--- src/ctw_defines.svh ---
// Register offsets, field positions, reset values and timing counts of the cascaded timer.
`ifndef CTW_DEFINES_SVH
`define CTW_DEFINES_SVH

`define CTW_OFS_CONFIG 8'h00
`define CTW_OFS_MODE 8'h04
`define CTW_OFS_CTRL 8'h08
`define CTW_OFS_COUNT_LO 8'h0c
`define CTW_OFS_COUNT_HI 8'h10

`define CTW_CFG_WATCHDOG_EN 7
`define CTW_CFG_CASCADE_EN 6
`define CTW_MODE_SRC_LO 2
`define CTW_MODE_SRC_HI 6
`define CTW_CTRL_LOWER_RUN 0
`define CTW_CTRL_UPPER_RUN 1
`define CTW_CTRL_LOWER_FLAG 2
`define CTW_CTRL_UPPER_FLAG 3
`define CTW_CTRL_POWER_DOWN 4

`define CTW_CONFIG_RESET 8'h00
`define CTW_MODE_RESET 8'h00

`define CTW_PHASES_PER_MC 4'd12
`define CTW_LAST_PHASE 4'd11
`define CTW_INCREMENT_PHASE 4'd4
`define CTW_FLAG_SET_PHASE 4'd8
`define CTW_SAMPLE_PHASE 4'd9
`define CTW_WD_RESET_MC 3'd5

`endif

--- src/ctw_pkg.sv ---
// Types shared by the cascaded timer and watchdog block.
package ctw_pkg;

   typedef struct packed {
      logic read;
      logic write;
      logic [7:0] address;
      logic [31:0] writedata;
   } ctw_avs_req_t;

   typedef struct packed {
      logic [31:0] readdata;
      logic waitrequest;
   } ctw_avs_rsp_t;

   typedef struct packed {
      logic [3:0] phase;
      logic [7:0] config_reg;
      logic [7:0] mode_reg;
      logic lower_run;
      logic upper_run;
      logic lower_flag;
      logic upper_flag;
      logic power_down;
      logic [15:0] cnt_lo;
      logic [15:0] cnt_hi;
      logic [1:0] pend_ovf;
      logic [1:0] sync1;
      logic [1:0] sync2;
      logic [1:0] prev_lvl;
      logic [1:0] ev_pend;
      logic wd_arm;
      logic wd_active;
      logic [2:0] wd_cnt;
      logic ack;
      logic [31:0] rdata;
   } ctw_state_t;

endpackage : ctw_pkg

--- src/ctw_timer.sv ---
// Cascaded 32-bit timer/event counter with watchdog reset, Avalon-MM register slave.
//
// The implementer's own choices: the register offsets and the Avalon-MM register port.
`timescale 1ns/100ps
`include "ctw_defines.svh"

module ctw_timer
   import ctw_pkg::*;
#(
   parameter int COUNT_WIDTH = 16
) (
   // Clock and reset.
   input wire logic clk_sys,
   input wire logic reset,
   // Register bus.
   input wire ctw_avs_req_t avs_req,
   output ctw_avs_rsp_t avs_rsp,
   // Event pins, bit 0 feeds timer 0, bit 1 feeds timer 1.
   input wire logic [1:0] event_input,
   // Processor reset request and overflow interrupt levels.
   output logic core_reset,
   output logic [1:0] timer_irq
);

   // The carry and overflow compares are written for 16-bit halves only.
   if (COUNT_WIDTH != 16) begin : g_bad_width
      $error("ctw_timer supports only 16-bit halves");
   end

   ctw_state_t q;
   ctw_state_t s;

   // Picks the count source: machine cycles or a detected event.
   function automatic logic src_ok(input logic sel, input logic ev, input logic osc);
      src_ok = sel ? ev : osc;
   endfunction : src_ok

   function automatic logic [31:0] read_word(input ctw_state_t st, input logic [7:0] adr);
      read_word = 32'h0000_0000;
      if (adr == `CTW_OFS_CONFIG) begin
         read_word = {24'h00_0000, st.config_reg};
      end else if (adr == `CTW_OFS_MODE) begin
         read_word = {24'h00_0000, st.mode_reg};
      end else if (adr == `CTW_OFS_CTRL) begin
         read_word = {27'h000_0000, st.power_down, st.upper_flag, st.lower_flag,
                      st.upper_run, st.lower_run};
      end else if (adr == `CTW_OFS_COUNT_LO) begin
         read_word = {16'h0000, st.cnt_lo};
      end else if (adr == `CTW_OFS_COUNT_HI) begin
         read_word = {16'h0000, st.cnt_hi};
      end
   endfunction : read_word

   logic osc_run;
   logic inc_tick;
   logic flag_tick;
   logic samp_tick;
   logic mc_end;
   logic cnt_tick;
   logic cascade;
   logic step_lo;
   logic step_hi;
   logic ovf_lo;
   logic ovf_hi;
   logic req;
   logic wr_now;
   logic [1:0] new_flags;
   logic [31:0] wd;

   always_comb begin
      s = q;
      osc_run = !q.power_down;
      inc_tick = osc_run && (q.phase == `CTW_INCREMENT_PHASE);
      flag_tick = osc_run && (q.phase == `CTW_FLAG_SET_PHASE);
      samp_tick = !osc_run || (q.phase == `CTW_SAMPLE_PHASE);
      mc_end = osc_run && (q.phase == `CTW_LAST_PHASE);
      // With the oscillator stopped, events count as they are seen.
      cnt_tick = osc_run ? inc_tick : 1'b1;
      cascade = q.config_reg[`CTW_CFG_CASCADE_EN];
      req = avs_req.read || avs_req.write;
      wr_now = avs_req.write && q.ack;
      wd = avs_req.writedata;
      new_flags = 2'b00;

      if (osc_run) begin
         s.phase = mc_end ? 4'h0 : q.phase + 4'h1;
      end

      // Pins pass two flip-flops before anything looks at them.
      s.sync1 = event_input;
      s.sync2 = q.sync1;

      if (cnt_tick) begin
         s.ev_pend = 2'b00;
      end
      if (samp_tick) begin
         s.prev_lvl = q.sync2;
         s.ev_pend = s.ev_pend | (q.prev_lvl & ~q.sync2);
      end

      // The low half runs on its own run bit or on the cascade enable alone.
      step_lo = cnt_tick && (cascade || q.lower_run)
         && src_ok(q.mode_reg[`CTW_MODE_SRC_LO], q.ev_pend[0], osc_run);
      if (cascade) begin
         step_hi = step_lo && (q.cnt_lo == 16'hffff);
      end else begin
         step_hi = cnt_tick && q.upper_run
            && src_ok(q.mode_reg[`CTW_MODE_SRC_HI], q.ev_pend[1], osc_run);
      end
      // A carry out of the low half is silent while cascaded.
      ovf_lo = step_lo && !cascade && (q.cnt_lo == 16'hffff);
      ovf_hi = step_hi && (q.cnt_hi == 16'hffff);
      if (step_lo) begin
         s.cnt_lo = q.cnt_lo + 16'h0001;
      end
      if (step_hi) begin
         s.cnt_hi = q.cnt_hi + 16'h0001;
      end
      s.pend_ovf = q.pend_ovf | {ovf_hi, ovf_lo};

      // Bus answer: request seen, then one wait-free cycle.
      s.ack = req && !q.ack;
      if (req && !q.ack) begin
         s.rdata = read_word(q, avs_req.address);
      end
      if (wr_now) begin
         if (avs_req.address == `CTW_OFS_CONFIG) begin
            s.config_reg = wd[7:0];
         end else if (avs_req.address == `CTW_OFS_MODE) begin
            s.mode_reg = wd[7:0];
         end else if (avs_req.address == `CTW_OFS_CTRL) begin
            s.lower_run = wd[`CTW_CTRL_LOWER_RUN];
            s.upper_run = wd[`CTW_CTRL_UPPER_RUN];
            s.power_down = wd[`CTW_CTRL_POWER_DOWN];
            // Flags clear by writing one, so a read-modify-write also clears any flag read as set.
            if (wd[`CTW_CTRL_LOWER_FLAG]) begin
               s.lower_flag = 1'b0;
            end
            if (wd[`CTW_CTRL_UPPER_FLAG]) begin
               s.upper_flag = 1'b0;
            end
         end else if (avs_req.address == `CTW_OFS_COUNT_LO) begin
            s.cnt_lo = wd[15:0];
         end else if (avs_req.address == `CTW_OFS_COUNT_HI) begin
            s.cnt_hi = wd[15:0];
         end
      end

      // Flags are raised after any clear in the same cycle, so no overflow is lost.
      if (flag_tick) begin
         new_flags = q.pend_ovf;
         s.pend_ovf = {ovf_hi, ovf_lo};
      end else if (!osc_run) begin
         new_flags = s.pend_ovf;
         s.pend_ovf = 2'b00;
      end
      if (new_flags[0]) begin
         s.lower_flag = 1'b1;
      end
      if (new_flags[1]) begin
         s.upper_flag = 1'b1;
         if (q.config_reg[`CTW_CFG_WATCHDOG_EN]) begin
            s.wd_arm = 1'b1;
         end
      end

      // Watchdog reset: begins at the next machine cycle boundary, or at once
      // when the oscillator is stopped, since no boundary would ever come.
      if ((mc_end || !osc_run) && (q.wd_arm || (s.wd_arm && !osc_run))) begin
         s = '0;
         s.phase = osc_run ? 4'h0 : q.phase;
         s.sync1 = event_input;
         s.sync2 = q.sync1;
         s.ack = req && !q.ack;
         s.rdata = q.rdata;
         s.wd_active = 1'b1;
         s.wd_cnt = `CTW_WD_RESET_MC;
      end else if (mc_end && q.wd_active) begin
         s.wd_cnt = q.wd_cnt - 3'd1;
         if (q.wd_cnt == 3'd1) begin
            s.wd_active = 1'b0;
         end
      end
   end

   always_ff @(posedge clk_sys) begin
      if (reset) begin
         q <= '0;
      end else begin
         q <= s;
      end
   end

   assign avs_rsp.readdata = q.rdata;
   assign avs_rsp.waitrequest = req && !q.ack;
   assign core_reset = q.wd_active;
   assign timer_irq = {q.upper_flag, q.lower_flag};

endmodule : ctw_timer

--- config.mk ---
export PLATFORM = sky130hd
export DESIGN_NAME = ctw_timer
export DESIGN_NICKNAME = d
export VERILOG_FILES = /design/src/ctw_pkg.sv /design/src/ctw_timer.sv
export VERILOG_INCLUDE_DIRS = /design/src
export SDC_FILE = /design/constraint.sdc
export NUM_CORES = 1
export LEC_CHECK = 0
export ABC_AREA = 1
export BUFFER_PORTS_ARGS = -buffer_cell sky130_fd_sc_hd__buf_4
export CORE_ASPECT_RATIO = 0.7
export CORE_MARGIN = 2
export CORE_UTILIZATION = 40
export CTS_CLUSTER_DIAMETER = 60
export DETAILED_ROUTE_END_ITERATION = 12
export SYNTH_ARGS = -nofsm -noshare
export SYNTH_HDL_FRONTEND = slang
export SYNTH_SLANG_ARGS = --single-unit
--- constraint.sdc ---
create_clock -name clk_sys -period 3.4 [get_ports clk_sys]
set_input_delay 0.17 -clock clk_sys [delete_from_list [all_inputs] [get_ports clk_sys]]
set_output_delay 0.17 -clock clk_sys [all_outputs]
set_load 0.01 [all_outputs]
==> results of run 1 <==
-- layout by cell type, fill, tap and decap left out --
cell        count
clkinv_1        1
ha_1            7
o31ai_1         2
clkbuf_1        1
buf_12          1
clkbuf_8        2
nor2_4          1
a22oi_1         3
nor3_2          4
clkinvlp_4      2
nand4_1         9
a21oi_1        56
and3_1          2
or2_1           1
a31oi_1         3
nor4_2          1
nor2_2          1
bufinv_16       2
nor3_1         16
xnor2_1         4
xor2_1         20
nand3_2         1
nand3b_1        6
nand3_4         1
nor2_1         94
clkbuf_16       9
dfxtp_1        89
o2bb2ai_1       1
o21ai_0        38
nand3_1        49
buf_4          54
nor4_1          3
inv_1          73
o211ai_1        3
conb_1         16
inv_2           4
o22ai_1         9
nand2_1       171
nand2_2         4
-- where the power goes --
part	switching, mW	leakage (nW)	internal [mW]	total (mW)
logic	0.104	1.35	0.0699	0.173
registers	0.0124	0.721	1.06	1.07
clock network	0.420	0.155	0.685	1.10
-- cell families (layout without fill, tap and decap cells) --
family                     Yosys count  after routing  synth area share
AOI/OAI and AO/OA                  115            115             0.124
xor gates and xnor gates            24             24            0.0425
adders and majority gates            7              7            0.0177
buffers and inverters              137            149             0.135
DFF                                 89             89             0.360
other                                1             16          0.000758
and+or+nand+nor                    364            364             0.320
-- flip-flops by register name, summed over array words and instances (netlist names) --
signal      flops
timer_irq       2
cascade         1
q              69
avs_rsp        16
core_reset      1
-- layout make-up --
| class | instances | area share |
|---|---|---|
| clock buffer | 12 | 0.0460 |
| clock inverter | 4 | 0.0134 |
| inverter | 78 | 0.0525 |
| multi-input combinational | 526 | 0.458 |
| sequential | 89 | 0.319 |
| tap | 157 | 0.0352 |
| timing repair buffer | 55 | 0.0762 |
-- routing by layer --
| layer | track usage | vias up | wire length (um) |
|---|---|---|---|
| li1 | - | 2362 | - |
| met1 | 0.325 | 2158 | 6700 |
| met2 | 0.275 | 216 | 5220 |
| met3 | 0.0516 | 17 | 1350 |
| met4 | 0.0444 | 0 | 136 |
| met5 | 0 | - | 0 |
-- final timing paths --
path / startpoint / to / slack (ps) / cells after the start
hold / removal: event_input[1] / q[45] / 40 / 3
setup / recovery: q[48] / q[89] / 730 / 11
setup reg to reg: q[48] / q[89] / 730 / 11
hold reg to reg: q[45] / q[43] / 410 / 2
-- per-stage QoR --
stage / worst slack (ps) / instance area [sq um] / hold slack (ps)
2_1_floorplan: 1500 / 5010 / 249
3_3_place_gp: 845 / 5250 / 370
3_5_place_dp: 794 / 5250 / 396
4_1_cts: 754 / 5580 / 41.4
5_1_grt: 469 / 5580 / 48.4
6_report: 732 / 5580 / 40.6
-- critical path, stage by stage (launching register included) --
cell	delay, ps
dfxtp_1	460
ha_1	250
nand2_1	100
nor2_1	190
nand3_1	140
nor3_2	300
nand3_2	140
nand3_1	150
nand3_4	270
nand2_2	190
buf_12	240
a21oi_1	70
==> results.md, run 1 <==
- Worst Skew: approximately 9.9 ps
- CP Max Fanout: 47
- Worst Path Arrival: slightly below 3000 ps
- Clock tree buffer depth: 2
- Initial DRC count: 535
- HPWL after DPL: between 9000 and 10000 um
- Worst min path class: input port to flop
- CTS Sinks: 89
- Pin count of the biggest net entering global routing: 48
- First-pass iteration count of the detailed router: 5
- Drt total wl: about 13000 um
- TNS Setup: 0 ps
- Outcome: finished clean
- Crit end category: flop
- CTS Hold Bufs: 0
- Later-pin clock latency in the skew report: 350 ps
- Setup Crit Path Kind: flop to flop
- Multi-input gate area: 2550 sq um
- PwrDens: 422 nW/um^2
- YS warnings: 0
- Peak supply drop: about 250 uV
- Clock buffer count from CTS: 9
- DRC violations left: 0
- Port bufs: 49
- Synth top area cells: dfxtp_1 36%, nand2_1 13%, nor2_1 7.1%
- I/O Pins: 82
- Fmax: 375 MHz
- Worst Max-Slew Pin Slew: 965 ps
- Main flop type after synthesis: dfxtp_1
- First-pass GRT wire length: 21400 um
- Post-Syn Area: 4950 sq um
- Fin. max-slew vios: 0
- Synth unique cells: 36
- Synth Area per Inst: ~6.7 sq um
- Area Growth Syn to Fin: 12.8%
- H-tree depth: 3
- Final setup vio count: 0
- CP Launch Type: flop
- Post-synthesis register bit count: 89
- Unrepaired setup endpoints after global routing: false
- Top cell type by total area after synthesis: dfxtp_1
- GR Overflow Total: 0
- Final core occ: 0.469
- Nets: approximately 810
- Post-synth EDFFs: 0
- Drt wl/cell: 14.5 um
- DR vias/cell: 5.16
- Max-cap violations: 0
- Yosys top cell area share: 0.360
- CTS tree: done
- Sequential area share after synthesis: 0.360
- Synth top cells by count: 171 x nand2_1, 94 x nor2_1, 89 x dfxtp_1
- Filler Cells Inserted: 1225
- Required @ worst endpoint: around 3600 ps
- Die height: 97.1 um
- Slew headroom: 0.351
- # resized after CTS: 0
- Ys async rst share: 0
- Final hold violation count: 0
- Final ANT Viol Nets: 0
- Dpl cells: 905
- Initial Util: 0.416
- CTS root buf: clkbuf_16
- Antenna cells: 0
- Worst-path clk slew: 60 ps
- Final Power: 2.35 mW
- Register area: 1780 sq um
- Min Tclk post-route: 2670 ps
- Full die area: roughly 13000 sq um
- Final period utilization: 0.785
- Core footprint: 11900 sq um
- Leakage: 2.23 nW
- FP Rows: 33
- Number of global-route vias before repair: just over 4000
- Fraction of layout cells with a size suffix above 1: 0.114
- Routability Congestion: slightly below 0.9
- Top-count cell post-synth: nand2_1
- Initial antenna violation count: 0
- Post-route insts no fill: 921
- All-Layer GR Usage: 0.206
- Gate Count Post-Synth: 737
- Die Wd: roughly 140 um
- Via count: around 4800
- Postcts setup bufs: 0
Power figures use the tool's default switching activity.
==> inputs of run 2 (changes only) <==
- ABC_AREA: 1 -> 0
- clock period: 3.4 -> 2.5 ns (I/O delays scaled with it)
==> results.md, run 2 <==
- Met1 Usage GRT: 0.329 (was 0.325)
- Fraction of layout cells with a size suffix above 1: 0.178 (was 0.114)
- DR vias/cell: 5.54 (was 5.16)
- Top-count cell post-synth: dfxtp_1 (was nand2_1)
- Final hold violation count: 0 (unchanged)
- Area Growth Syn to Fin: 15.3% (was 12.8%)
- Top cell type by total area after synthesis: dfxtp_1 (unchanged)
- Routability Congestion: 0.920 (was 0.873)
- H-tree depth: 3 (unchanged)
- Slowest-stage cell, CP: a2111oi_4 (was dfxtp_1)
- Final ANT Viol Nets: 0 (unchanged)
- All-Layer GR Usage: 0.221 (was 0.206)
- Die height: 96.4 um (was 97.1 um)
- Main flop type after synthesis: dfxtp_1 (unchanged)
- Sequential Power Share: 0.453 (was 0.457)
- Nets: 684 (was 812)
- Dpl cells: 776 (was 905)
- Drt total wl: 14000 um (was 13400 um)
- Max-cap violations: 0 (unchanged)
- Port bufs: 49 (unchanged)
- Post-synthesis register bit count: 89 (unchanged)
- Crit end category: flop (unchanged)
- DP Worst Slack: 125 ps (was 794 ps)
- Fmax: 427 MHz (was 375 MHz)
- Fin. max-slew vios: 0 (unchanged)
- Ys async rst share: 0 (unchanged)
- Die Wd: 136 um (was 137 um)
- Post-route insts no fill: 793 (was 921)
- Clock buffer count from CTS: 9 (unchanged)
- Later-pin clock latency in the skew report: 350 ps (about the same)
- Post-Syn Area: 4870 sq um (was 4950 sq um)
- Worst Skew: 16.3 ps (was 9.88 ps)
- CTS root buf: clkbuf_16 (unchanged)
- GR Layer Usage met3: 0.0642 (was 0.0516)
- Largest register FFs: 69 (unchanged)
- CTS tree: done (unchanged)
- Gate Count Post-Synth: 601 (was 737)
- Unrepaired setup endpoints after global routing: false (unchanged)
- Synth top cells by count: 89 x dfxtp_1, 80 x nor2_1, 75 x nand2_1 (was 171 x nand2_1, 94 x nor2_1, 89 x dfxtp_1)
- Most used routing layer: met1 (unchanged)
- Worst Path Arrival: 2610 ps (was 2890 ps)
- Clock power share: 0.462 (was 0.470)
- First-pass iteration count of the detailed router: 6 (was 5)
- Setup Crit Path Kind: flop to flop (unchanged)
- Global Route met2 Usage: 0.305 (was 0.275)
- Most frequent cells in the layout: 89 x dfxtp_1, 80 x nor2_1, 75 x nand2_1 (was 171 x nand2_1, 94 x nor2_1, 89 x dfxtp_1)
- Sequential area share after synthesis: 0.366 (was 0.360)
- I/O Pins: 82 (unchanged)
- Core footprint: 11800 sq um (was 11900 sq um)
- Leakage: 2.01 nW (was 2.23 nW)
- Synth top area cells: dfxtp_1 37%, nor2_1 6.2%, nand2_1 5.8% (was dfxtp_1 36%, nand2_1 13%, nor2_1 7.1%)
- Top reg by flops: q (unchanged)
- Antenna cells: 0 (unchanged)
- Peak supply drop: 451 uV (was 254 uV)
- Pint: 2.43 mW (was 1.82 mW)
- CTS Sinks: 89 (unchanged)
- Number of global-route vias before repair: 3983 (was 4152)
- Comb power frac: 0.084 (was 0.074)
- CP Max Fanout: 12 (was 47)
- FP Rows: 33 (unchanged)
- Post-synth EDFFs: 0 (unchanged)
- Final period utilization: 0.936 (was 0.785)
- GR Overflow Total: 0 (unchanged)
- YS warnings: 0 (unchanged)
- Via count: 4395 (was 4753)
- Synth Area per Inst: 8.11 sq um (was 6.72 sq um)
- Final setup vio count: 0 (unchanged)
- Worst min path class: input port to flop (unchanged)
- Full die area: 13100 sq um (was 13300 sq um)
- Clock tree buffer depth: 2 (unchanged)
- CP max stage delay: 480 ps (was 460 ps)
- DRC violations left: 0 (unchanged)
- Worst-path clk slew: 80 ps (was 60 ps)
- Setup ws final: 161 ps (was 732 ps)
- Fin Hold WS: 13.5 ps (was 40.6 ps)
- Most common cell after layout, fill and taps aside: dfxtp_1 (was nand2_1)
- TNS Setup: 0 ps (unchanged)
- Switching share of power: 0.245 (was 0.228)
- Yosys top cell area share: 0.366 (was 0.360)
- Min Tclk post-route: 2340 ps (was 2670 ps)
- Required @ worst endpoint: 2770 ps (was 3620 ps)
- Pin count of the biggest net entering global routing: 36 (was 48)
- Synth unique cells: 60 (was 36)
- HPWL after DPL: 10300 um (was 9960 um)
- Initial Util: 0.413 (was 0.416)
- CP Launch Type: flop (unchanged)
- Outcome: finished clean (unchanged)
- Initial antenna violation count: 0 (unchanged)
- Drt wl/cell: 17.6 um (was 14.5 um)
- Critical-path cell list: inv_1 > ha_2 > nand3b_4 > a2111oi_4 > a21oi_2 > buf_4 > nor3_1 > xnor2_1 > a211oi_1 (was ha_1 > nand2_1 > nor2_1 > nand3_1 > nor3_2 > nand3_2 > nand3_1 > nand3_4 > nand2_2 > buf_12 > a21oi_1)
- First-pass GRT wire length: 21800 um (was 21400 um)
- PwrDens: 572 nW/um^2 (was 422 nW/um^2)
- Final Power: 3.22 mW (was 2.35 mW)
- Filler Cells Inserted: 1165 (was 1225)
- Slew headroom: 0.616 (was 0.351)
- Initial DRC count: 489 (was 535)
- Worst Max-Slew Pin Slew: 571 ps (was 965 ps)
- Psw: 0.787 mW (was 0.536 mW)
## run 2: cell types whose count changed after synthesis, sizes merged, moves of 13 or more
cell,previous run,this run
nand2,175,75
inv,77,12
nand3,51,10
a211oi,0,37
o21ai,38,20
xnor2,4,22
nor2,96,82
a21oi,56,43
## run 2: timing repair
| item | in CTS | in global routing |
|---|---|---|
| resized for setup | 0 | 5 |
| endpoints found under the hold margin | 1 | 0 |
| hold buffers | 1 | 0 |
| buffers inserted | 0 | 0 |
| setup endpoints to repair | 0 | 41 |
## run 2: power by group through the flow
stage,combinational [mW],sequential (mW),clock [mW]
after floorplan,0.185,1.49,0
after global placement,0.264,1.49,0
after detailed placement,0.267,1.49,0
after CTS,0.269,1.46,1.51
after global routing,0.297,1.46,1.57
final,0.272,1.46,1.49
## run 2: area by class of cell
cell class,count,area [sq um],share of cell area
clock inverters,7,100,0.0178
well taps,157,196,0.0349
repair buffers,69,533,0.0948
clock buffers,9,225,0.0401
multi-input cells,450,2740,0.487
inverters,12,45.0,0.00801
flip-flops and latches,89,1780,0.317
## run 2: through the flow
stage,cell area (sq um),util
6_report,5620,0.476
3_3_place_gp,5260,0.445
3_5_place_dp,5260,0.445
5_1_grt,5620,0.476
4_1_cts,5590,0.473
2_1_floorplan,4930,-
## run 2: kinds of logic after synthesis
family | share of synthesized area
compound gates | 0.192
flops | 0.366
fa+ha+maj | 0.0180
buf+inv | 0.0927
mux | 0.0216
simple gates | 0.252
other cells | 0.000769
xor+xnor | 0.0575
## run 2: worst max-delay path, delay by kind of cell, from the launching register on
| family | cells | cell delay, ps |
|---|---|---|
| AO/OA/AOI/OAI | 3 | 830 |
| AND/OR/NAND/NOR | 2 | 410 |
| flip-flops | 1 | 360 |
| buffers and inverters | 2 | 320 |
| adder cells (fa/ha/maj) | 1 | 220 |
| XOR/XNOR | 1 | 100 |
## run 2: worst paths after layout
kind,from,endpoint,slack [ps],cells after the start
setup / recovery,q[101],q[60],160,9
hold reg to reg,q[45],q[43],440,1
setup reg to reg,q[101],q[60],160,9
hold / removal,event_input[1],q[45],10,2
## run 2: per-layer routing
layer / vias to the layer above / share of wire / wire (um)
met3: 16 / 0.10 / 1440
met2: 193 / 0.39 / 5450
met5: - / 0 / 0
met4: 0 / 0.011 / 151
li1: 2130 / - / -
met1: 2056 / 0.50 / 6920
